`src/rtl/ierr_defines.svh`:
```
// register offsets, field positions and reset values of the error bank
`ifndef IERR_DEFINES_SVH
`define IERR_DEFINES_SVH

`define IERR_ADDR_W 12
`define IERR_STATUS_OFF 12'h484
`define IERR_MASK_OFF 12'h488
`define IERR_REPORT_OFF 12'h48C

`define IERR_STATUS_RESET 32'h0000_0000
`define IERR_MASK_RESET 32'h0000_0000

`define IERR_STATUS_IMPL 32'h0007_FF00
`define IERR_MASK_IMPL 32'h0007_FFF7

`define IERR_LO_BIT 8
`define IERR_HI_BIT 18

`define IERR_POS_IN_DATA_DBL 8
`define IERR_POS_IN_CTRL_SGL 9
`define IERR_POS_IN_CTRL_DBL 10
`define IERR_POS_EG_DATA_SGL 11
`define IERR_POS_EG_DATA_DBL 12
`define IERR_POS_EG_CTRL_SGL 13
`define IERR_POS_EG_CTRL_DBL 14
`define IERR_POS_PARITY 15
`define IERR_POS_LINK 16
`define IERR_POS_RP_CTRL_SGL 17
`define IERR_POS_RP_CTRL_DBL 18

`define IERR_EDGE_BITS 32'h0001_0000

`endif

```
`src/rtl/ierr_pkg.sv`:
```
// types shared by the internal error status and mask bank
package ierr_pkg;

  typedef logic [31:0] reg_word_t;

  typedef enum logic [1:0] {
    SEL_NONE,
    SEL_STATUS,
    SEL_MASK,
    SEL_REPORT
  } reg_sel_t;

endpackage : ierr_pkg

```
`src/rtl/internal_error_status_mask.sv`:
```
// internal error status and report mask registers of one switch port
`timescale 1ns/1ns
`include "ierr_defines.svh"

module internal_error_status_mask
  import ierr_pkg::*;
#(
  parameter int ADDR_W = `IERR_ADDR_W
) (
  input wire logic clk_sys,
  input wire logic rst_n,
  input wire logic [ADDR_W-1:0] reg_addr,
  input wire logic [31:0] reg_wdata,
  input wire logic reg_wr,
  input wire logic reg_rd,
  output logic [31:0] reg_rdata,
  input wire logic ingress_data_double_err,
  input wire logic ingress_ctrl_single_err,
  input wire logic ingress_ctrl_double_err,
  input wire logic egress_data_single_err,
  input wire logic egress_data_double_err,
  input wire logic egress_ctrl_single_err,
  input wire logic egress_ctrl_double_err,
  input wire logic datapath_parity_err,
  input wire logic unreliable_link_flag,
  input wire logic replay_ctrl_single_err,
  input wire logic replay_ctrl_double_err,
  output logic [31:0] internal_error_report,
  output logic internal_error_pending
);

  // ----------------------------------------------------------------
  // address decode
  // ----------------------------------------------------------------

  function automatic reg_sel_t decode(input logic [ADDR_W-1:0] addr);
    reg_sel_t sel;
    sel = SEL_NONE;
    if (addr == ADDR_W'(`IERR_STATUS_OFF)) begin
      sel = SEL_STATUS;
    end else if (addr == ADDR_W'(`IERR_MASK_OFF)) begin
      sel = SEL_MASK;
    end else if (addr == ADDR_W'(`IERR_REPORT_OFF)) begin
      sel = SEL_REPORT;
    end
    return sel;
  endfunction : decode

  // ----------------------------------------------------------------
  // constants and signals
  // ----------------------------------------------------------------

  localparam reg_word_t STATUS_IMPL = `IERR_STATUS_IMPL;
  localparam reg_word_t MASK_IMPL = `IERR_MASK_IMPL;
  localparam reg_word_t STATUS_RESET = `IERR_STATUS_RESET;
  localparam reg_word_t MASK_RESET = `IERR_MASK_RESET;
  localparam reg_word_t EDGE_BITS = `IERR_EDGE_BITS;
  localparam int LO_BIT = `IERR_LO_BIT;
  localparam int HI_BIT = `IERR_HI_BIT;

  reg_sel_t wr_sel;
  reg_sel_t rd_sel;
  logic status_wr;
  logic mask_wr;
  reg_word_t status_clr;
  reg_word_t status_q;
  reg_word_t status_d;
  reg_word_t mask_q;
  reg_word_t src_vec;
  reg_word_t event_vec;
  reg_word_t report_d;

  // ----------------------------------------------------------------
  // read view
  // ----------------------------------------------------------------

  function automatic reg_word_t read_view(
    input reg_sel_t which,
    input reg_word_t status,
    input reg_word_t mask,
    input reg_word_t report
  );
    reg_word_t word;
    word = '0;
    unique case (which)
      SEL_STATUS: begin
        word = status & STATUS_IMPL;
      end
      SEL_MASK: begin
        word = mask & MASK_IMPL;
      end
      SEL_REPORT: begin
        word = report;
      end
      SEL_NONE: begin
        word = '0;
      end
    endcase
    return word;
  endfunction : read_view

  // ----------------------------------------------------------------
  // strobe qualification
  // ----------------------------------------------------------------

  // one decode serves both strobes; an idle strobe selects nothing
  assign wr_sel = reg_wr ? decode(reg_addr) : SEL_NONE;
  assign rd_sel = reg_rd ? decode(reg_addr) : SEL_NONE;

  assign status_wr = (wr_sel == SEL_STATUS);
  assign mask_wr = (wr_sel == SEL_MASK);

  // ones written to reserved positions are dropped here
  assign status_clr = status_wr ? (reg_wdata & STATUS_IMPL) : '0;

  // ----------------------------------------------------------------
  // event collection
  // ----------------------------------------------------------------

  // raw sources placed at their status positions
  always_comb begin
    src_vec = '0;
    src_vec[`IERR_POS_IN_DATA_DBL] = ingress_data_double_err;
    src_vec[`IERR_POS_IN_CTRL_SGL] = ingress_ctrl_single_err;
    src_vec[`IERR_POS_IN_CTRL_DBL] = ingress_ctrl_double_err;
    src_vec[`IERR_POS_EG_DATA_SGL] = egress_data_single_err;
    src_vec[`IERR_POS_EG_DATA_DBL] = egress_data_double_err;
    src_vec[`IERR_POS_EG_CTRL_SGL] = egress_ctrl_single_err;
    src_vec[`IERR_POS_EG_CTRL_DBL] = egress_ctrl_double_err;
    src_vec[`IERR_POS_PARITY] = datapath_parity_err;
    src_vec[`IERR_POS_LINK] = unreliable_link_flag;
    src_vec[`IERR_POS_RP_CTRL_SGL] = replay_ctrl_single_err;
    src_vec[`IERR_POS_RP_CTRL_DBL] = replay_ctrl_double_err;
  end

  // level sources count every high cycle, edge sources only a rise
  for (genvar b = 0; b < 32; b++) begin : g_event
    if (EDGE_BITS[b]) begin : g_edge
      logic prev_q;

      // low after reset, so a flag already high counts as a rise
      always_ff @(posedge clk_sys or negedge rst_n) begin
        if (!rst_n) begin
          prev_q <= 1'b0;
        end else begin
          prev_q <= src_vec[b];
        end
      end

      assign event_vec[b] = src_vec[b] & ~prev_q;
    end else begin : g_level
      assign event_vec[b] = src_vec[b];
    end
  end

  // ----------------------------------------------------------------
  // status register
  // ----------------------------------------------------------------

  // one sticky flag per position; reserved positions stay zero
  for (genvar b = 0; b < 32; b++) begin : g_status
    if (b >= LO_BIT && b <= HI_BIT) begin : g_flag
      logic flag_q;
      logic flag_d;

      // a new event wins over a clear in the same cycle
      always_comb begin
        flag_d = flag_q;
        if (status_clr[b]) begin
          flag_d = 1'b0;
        end
        if (event_vec[b]) begin
          flag_d = 1'b1;
        end
      end

      always_ff @(posedge clk_sys or negedge rst_n) begin
        if (!rst_n) begin
          flag_q <= STATUS_RESET[b];
        end else begin
          flag_q <= flag_d;
        end
      end

      assign status_q[b] = flag_q;
      assign status_d[b] = flag_d;
    end else begin : g_rsvd
      assign status_q[b] = 1'b0;
      assign status_d[b] = 1'b0;
    end
  end

  // ----------------------------------------------------------------
  // mask register
  // ----------------------------------------------------------------

  // storage for bits 0 to 18 except bit 3, including bits below the status flags
  for (genvar b = 0; b < 32; b++) begin : g_mask
    if (MASK_IMPL[b]) begin : g_bit
      logic bit_q;

      always_ff @(posedge clk_sys or negedge rst_n) begin
        if (!rst_n) begin
          bit_q <= MASK_RESET[b];
        end else if (mask_wr) begin
          bit_q <= reg_wdata[b];
        end
      end

      assign mask_q[b] = bit_q;
    end else begin : g_rsvd
      assign mask_q[b] = 1'b0;
    end
  end

  // ----------------------------------------------------------------
  // reporting toward error capability
  // ----------------------------------------------------------------

  // next status, so the report rises together with the flag
  assign report_d = status_d & ~mask_q;

  always_ff @(posedge clk_sys or negedge rst_n) begin
    if (!rst_n) begin
      internal_error_report <= 32'h0000_0000;
    end else begin
      internal_error_report <= report_d;
    end
  end

  always_ff @(posedge clk_sys or negedge rst_n) begin
    if (!rst_n) begin
      internal_error_pending <= 1'b0;
    end else begin
      internal_error_pending <= |report_d;
    end
  end

  // ----------------------------------------------------------------
  // read data
  // ----------------------------------------------------------------

  // idle cycles and unmapped addresses give zero
  always_ff @(posedge clk_sys or negedge rst_n) begin
    if (!rst_n) begin
      reg_rdata <= 32'h0000_0000;
    end else begin
      reg_rdata <= read_view(rd_sel, status_q, mask_q, internal_error_report);
    end
  end

endmodule : internal_error_status_mask

```
`config.mk`:
```
export PLATFORM = sky130hd
export DESIGN_NAME = internal_error_status_mask
export DESIGN_NICKNAME = d
export VERILOG_FILES = /design/src/rtl/ierr_pkg.sv /design/src/rtl/internal_error_status_mask.sv
export VERILOG_INCLUDE_DIRS = /design/src /design/src/rtl
export SDC_FILE = /design/constraint.sdc
export NUM_CORES = 1
export LEC_CHECK = 0
export ABC_AREA = 0
export BUFFER_PORTS_ARGS = -buffer_cell sky130_fd_sc_hd__buf_2
export CORE_AREA = 2 2 80 82
export DETAILED_ROUTE_END_ITERATION = 7
export DIE_AREA = 0 0 82 84
export PLACE_DENSITY = 0.78
export SLEW_MARGIN = 25
export SYNTH_ARGS = -nofsm -noshare
export SYNTH_HDL_FRONTEND = slang
export SYNTH_SLANG_ARGS = --single-unit
```
`constraint.sdc`:
```
create_clock -name clk_sys -period 1.15 [get_ports clk_sys]
set_input_delay 0.23 -clock clk_sys [delete_from_list [all_inputs] [get_ports clk_sys]]
set_output_delay 0.23 -clock clk_sys [all_outputs]
set_load 0.05 [all_outputs]
```
==> results of run 1 <==
==> per-stage QoR <==
step	hold slack (ps)	setup WS, ps
2_1_floorplan	-65.59	-721.6
3_3_place_gp	140.4	-1008
3_5_place_dp	150.5	-1115
4_1_cts	87.04	-582.2
5_1_grt	120.6	-727.4
6_report	122.8	-628.8
==> report_power, final <==
part	internal (mW)	total [mW]	switching (mW)
Sequential	2.12	2.12	0.00404
Combinational	0.156	0.596	0.439
Clock	1.17	1.99	0.818
==> sequential cells by signal, indices dropped and copies added (netlist names) <==
name and count:
internal_error_pending 1, internal_error_report 11, g_event.g_edge.prev_q 1, reg_rdata 18, g_status.g_flag.flag_q 11, g_mask.g_bit.bit_q 18
==> per-layer routing <==
layer / wire [um] / share of wire (%) / up-vias / track usage [%]
met5: 0 / 0 / - / 0
met4: 195 / 2.6 / 0 / 8.939
met3: 484 / 6.5 / 21 / 7.792
met2: 3744 / 50 / 105 / 32.67
met1: 3006 / 40 / 1113 / 25.21
li1: - / - / 1003 / -
==> layout by cell type (no fill, tap or decap), types with 3 or more instances in the layout <==
cell,Yosys,routed
nor2b_1,3,3
a22oi_1,11,11
inv_1,9,9
conb_1,1,35
nor2_1,15,8
and2_1,7,7
nand2_1,28,23
dfrtp_1,60,60
nand2_2,0,5
buf_6,0,31
nor2_2,0,6
buf_4,35,40
o21bai_1,8,8
buf_2,2,41
mux2_4,0,8
buf_12,0,4
clkbuf_8,0,12
a31oi_4,0,7
mux2_2,21,21
==> logic make-up (layout without fill, tap and decap cells) <==
logic type,count (synthesis),count (layout),share of synthesized area [%]
compound gates,32,32,8.394
buf+inv,50,144,11.72
flops,60,60,54.74
mux,29,29,11.91
other cells,1,35,0.1367
simple gates,68,68,13.09
==> repair_timing <==
item                                    CTS  global route
hold endpoints to repair                 11             0
setup buffers                             7             9
endpoints found under the setup margin   84            73
gates cloned                              0             1
pin swaps                                16            15
gates resized for setup                  64            49
hold buffers                              2             0
==> cell type report <==
cell class              instances  area [sq um]  share of cell area, %
clock inverters                 1         30.03                 0.7304
flip-flops and latches         60          1501                  36.52
repair buffers                120         994.7                  24.19
multi-input cells             164          1282                  31.19
clock buffers                  14         172.7                  4.200
inverters                       9         33.78                 0.8217
well taps                      77         96.34                  2.343
==> critical path, stage by stage <==
cell and delay, ps:
buf_6 90, or4_4 550, nor4_4 350, buf_4 170, buf_8 130, a31oi_4 90
nor4_2 260, nand3_1 110
==> how the worst min path moves through the flow <==
stage                           endpoint  depth (start not counted)          from  slack (ps)
5_1_grt            g_mask[1].g_bit.bit_q                          2  reg_wdata[1]         120
4_1_cts            g_mask[4].g_bit.bit_q                          2  reg_wdata[4]          90
6_report           g_mask[1].g_bit.bit_q                          2  reg_wdata[1]         120
3_5_place_dp                reg_rdata[2]                          1         rst_n         150
2_1_floorplan  g_event[16].g_edge.prev_q                          0         rst_n         -70
3_3_place_gp                reg_rdata[2]                          1         rst_n         140
==> results by group, run 1 <==
Global route
  – Total GRT Usage: 20.78%
  – Largest net degree at the start of global routing: 30
  – GRT overflow: 0
  – Antenna violations before repair: 0
  – Global-route wire length before repair: 10610 um
  – Number of global-route vias before repair: 2230

Floorplanning
  – Chip Width: 82 um
  – Initial Utilization: 44.99%
  – Die area: 6888 sq um
  – Row Count: 29
  – Core area: 6096 sq um
  – Die Y: 84 um
  – IO Count: 124

Final layout
  – Diode count: 0
  – Nets: 423
  – Fin util: 67.45%
  – Share of cells above drive strength 1: 51.90%
  – Fin area: 4111 sq um
  – Fill count: 420
  – Fin cells: 445
  – Area delta synth->final: 49.91%

Critical path
  – CP startpoint kind: input port
  – Reg2reg end: internal_error_pending
  – CP required: 1360 ps
  – Crit path max fanout: 7
  – Worst setup path start: reg_addr[4]
  – CP endpoint kind: flip-flop
  – R2R depth: 4
  – R2R setup slack: -120 ps
  – Critical Setup Path Class: input port to flip-flop
  – Worst Setup EP: internal_error_pending
  – RR Startpoint: g_status[11].g_flag.flag_q
  – Data arrival, critical path: 1990 ps

Logic synthesis
  – Netlist cell types: 32
  – Synth area leader: dfrtp_1
  – Synth top cells by count: 60 x dfrtp_1, 35 x buf_4, 28 x nand2_1
  – Mapped Avg Cell Area: 11.43 sq um
  – Yosys reg bits: 60
  – Netlist Area Pre-Place: 2743 sq um
  – Most numerous cell in the Yosys netlist: dfrtp_1
  – Yosys top cell area share: 54.74%
  – Cell count after synthesis: 240
  – Post-synth top flop: dfrtp_1
  – Ys Warns: 0
  – Post-synth EDFFs: 0
  – Sequential area share after synthesis: 54.74%
  – Synth top area cells: dfrtp_1 55%, buf_4 9.6%, mux2_2 8.6%, nand2_1 3.8%, mux2_1 3.3%
  – Ys async rst share: 100.0%

Routing
  – # DRC: 0
  – First drt pass iteration count: 4
  – Final WL: 7430 um
  – Vias: 2242
  – Routed Antenna Nets: 0
  – Initial DRC count: 75
  – Vias per cell: 5.038
  – WL/cell: 16.70 um

Placement
  – Port Buffers: 74
  – Placement Cell Area: 3303 sq um
  – GP Congestion: 0.7896
  – Dpl cells: 411
  – DP HPWL: 4467 um

Clock tree
  – CTS buffer count: 9
  – CTS sink cnt: 60
  – Skew-Pair Late Insertion Delay: 340 ps
  – CTS clock-pin slew for the worst setup and hold paths: 60 ps
  – H-Tree Depth: 3
  – Max clock buf depth: 2
  – CTS root buf: clkbuf_8
  – CTS tree: built

STA
  – Number of max-slew violations in the final report: 0
  – Min Tclk post-route: 1779 ps
  – Fin worst setup slack: -628.8 ps
  – Period utilization: 154.7%
  – Clock skew: 3.324 ps
  – Total negative slack: -22810 ps
  – Unrepaired setup endpoints after global routing: true
  – Final setup viols: 60
  – Fmax: 0.5622 GHz
  – Fin. Hold Viols: 0

Power
  – Worst vdd ir: 0.0006628 V
  – Final Total Pwr: 4.704 mW
  – P per Cell Area: 1144 nW/um^2
  – Lkg Pwr: 2.059 nW

Outcome
  – Failing checks: setup timing
  – Status: finished, violations left

Job
  – Max Cap Viol: 0

Hold path
  – Hold Crit Class: input port to flip-flop
Power figures use the tool's default switching activity.
==> run 2: changes to the inputs <==
--- a/config.mk
+++ b/config.mk
@@ -7,11 +7,11 @@
 export NUM_CORES = 1
 export LEC_CHECK = 0
 export ABC_AREA = 0
-export BUFFER_PORTS_ARGS = -buffer_cell sky130_fd_sc_hd__buf_2
-export CORE_AREA = 2 2 80 82
+export ABC_CLOCK_PERIOD_IN_PS = 1150
+export CORE_AREA = 2 2 78 80
 export DETAILED_ROUTE_END_ITERATION = 7
-export DIE_AREA = 0 0 82 84
-export PLACE_DENSITY = 0.78
+export DIE_AREA = 0 0 80 82
+export DONT_BUFFER_PORTS = 1
 export SLEW_MARGIN = 25
 export SYNTH_ARGS = -nofsm -noshare
 export SYNTH_HDL_FRONTEND = slang
==> run 2 against run 1 <==
Compared with the run above: the flow finishes with violations (hold timing, setup timing); sequential cell count unchanged; fmax increased by 7.6%; largest power group unchanged; final area is 9.4% lower; critical path type unchanged; hold slack got worse by 540 ps.
==> results by group, run 2 (synthesis results as in run 1) <==
STA
  – Min Tclk post-route: 1653 ps (-125.9 ps)
  – Clock skew: 8.261 ps (+4.937 ps)
  – Fin worst setup slack: -502.9 ps (+125.9 ps)
  – Fmax: 0.6050 GHz (+7.6%)
  – Number of max-slew violations in the final report: 0 (unchanged)
  – Fin. Hold Viols: 60 (+60)
  – Min Hold Slack: -420.7 ps (-543.5 ps)
  – Final setup viols: 60 (unchanged)
  – Unrepaired setup endpoints after global routing: true
  – Period utilization: 143.7% (-11 points)

Critical path
  – CP top delay family: simple AND/OR/NAND/NOR gates
  – CP required: 1370 ps (about the same)
  – Data arrival, critical path: 1870 ps (-120 ps)
  – Crit path max fanout: 5 (-2)
  – R2R setup slack: -140 ps (-20 ps)
  – R2R depth: 4 (unchanged)
  – CP bufs+invs: 2 (-1)
  – CP startpoint kind: input port
  – Crit path max-delay cell type: or4_4
  – Reg2reg end: internal_error_pending
  – Critical Setup Path Class: input port to flip-flop
  – CP endpoint kind: flip-flop
  – Critical Path, Cell by Cell: or4_4 -> nor4_4 -> buf_6 -> buf_8 -> a31oi_4 -> nor4_2 -> nand3_1
  – Max stage delay on crit path: 550 ps (about the same)
  – RR Startpoint: g_status[13].g_flag.flag_q

Clock tree
  – CTS root buf: clkbuf_8
  – CTS buffer count: 9 (unchanged)
  – Skew-Pair Late Insertion Delay: 340 ps (about the same)
  – CTS sink cnt: 60 (unchanged)
  – H-Tree Depth: 3 (unchanged)
  – CTS clock-pin slew for the worst setup and hold paths: 70 ps (about the same)
  – CTS tree: built
  – Max clock buf depth: 2 (unchanged)

Floorplanning
  – Core area: 5746 sq um (-5.7%)
  – Initial Utilization: 47.74% (+2.7 points)
  – IO Count: 124 (unchanged)
  – Die Y: 82 um (-2.4%)
  – Die area: 6560 sq um (-4.8%)
  – Chip Width: 80 um (-2.4%)
  – Row Count: 28 (-3.4%)

Hold path
  – Hold Crit Class: input port to asynchronous set/reset pin

Routing
  – Vias: 1928 (-14%)
  – # DRC: 0 (unchanged)
  – Final WL: 6505 um (-12%)
  – Vias per cell: 5.021 (-0.34%)
  – WL/cell: 16.94 um (+1.5%)
  – Routed Antenna Nets: 0 (unchanged)
  – Initial DRC count: 98 (+31%)
  – First drt pass iteration count: 4 (unchanged)

Final layout
  – Diode count: 0 (unchanged)
  – Most frequent cells in the layout: 48 x dfrtp_1, 35 x conb_1, 26 x buf_6
  – Commonest non-fill, non-tap cell in the layout: dfrtp_1
  – Largest registers: g_mask.g_bit.bit_q x18, reg_rdata x18
  – Area delta synth->final: 35.86%
  – Fin area: 3726 sq um (-9.4%)
  – Nets: 363 (-14%)
  – Fin util: 64.85% (-2.6 points)
  – Fin cells: 384 (-14%)
  – Share of cells above drive strength 1: 45.63% (-6.3 points)

Outcome
  – Failing checks: hold timing, setup timing
  – Status: finished, violations left

Power
  – Lkg Pwr: 1.749 nW (-15%)
  – Worst vdd ir: 0.0007123 V (+7.5%)
  – Final Total Pwr: 4.438 mW (-5.7%)
  – P per Cell Area: 1191 nW/um^2 (+4.1%)

Global route
  – Antenna violations before repair: 0 (unchanged)
  – Total GRT Usage: 20.41% (-0.37 points)
  – GRT overflow: 0 (unchanged)
  – Number of global-route vias before repair: 2003 (-10%)
  – Global-route wire length before repair: 9853 um (-7.1%)
  – Largest net degree at the start of global routing: 61 (+100%)

Placement
  – GP Congestion: 0.8497 (+7.6%)
  – Placement Cell Area: 3015 sq um (-8.7%)
  – Port Buffers: 0 (-100%)
  – DP HPWL: 4055 um (-9.2%)
  – Dpl cells: 348 (-15%)
  – Dpl ws: -963.5 ps (+151.3 ps)

Job
  – Max Cap Viol: 0 (unchanged)
==> run 2: timing repair <==
item | in CTS | in global routing
buffers inserted | 7 | 7
endpoints found under the setup margin | 80 | 70
pin swaps | 16 | 19
hold buffers | 7 | 1
hold endpoints to repair | 67 | 61
gates resized for setup | 45 | 38
gates cloned | 0 | 1
==> run 2: routing by layer <==
layer,global-route usage (%),share of wire [%],vias to the layer above
li1,-,-,882
met1,24.13,42,961
met2,34.00,50,74
met3,6.593,6.3,11
met4,9.322,1.5,0
met5,0,0,-
==> run 2: final cells by class <==
| type | instances | area, sq um |
|---|---|---|
| Clock inverter | 6 | 63.81 |
| Timing Repair Buffer | 60 | 630.6 |
| Multi-Input combinational cell | 164 | 1250 |
| Sequential cell | 60 | 1516 |
| Fill cell | 439 | 2019 |
| Inverter | 9 | 33.78 |
| Clock buffer | 10 | 137.6 |
| Tap cell | 75 | 93.84 |
==> run 2: how the worst max path moves through the flow <==
stage / cells after the start / slack [ps] / from / endpoint
floorplan: 5 / -720 / reg_addr[9] / g_mask[0].g_bit.bit_q
global placement: 7 / -930 / reg_addr[9] / internal_error_pending
detailed placement: 7 / -960 / reg_addr[9] / internal_error_pending
CTS: 7 / -460 / reg_addr[0] / internal_error_pending
global route: 7 / -530 / reg_addr[9] / internal_error_pending
finish: 7 / -500 / reg_addr[9] / internal_error_pending
==> run 2: metrics by stage <==
stage	hold WS (ps)	setup TNS, ps
floorplan	-65.59	-28170
finish	-420.7	-15410
detailed placement	-64.35	-37060
CTS	-434.9	-14570
global route	-443.1	-18080
global placement	-64.43	-36110
==> run 2: power breakdown <==
part,leakage (nW),switching [mW],internal (mW)
Clock,0.0983,0.850,1.05
Sequential,0.696,0.00375,2.12
Combinational,0.955,0.322,0.0915
Total,1.75,1.18,3.26
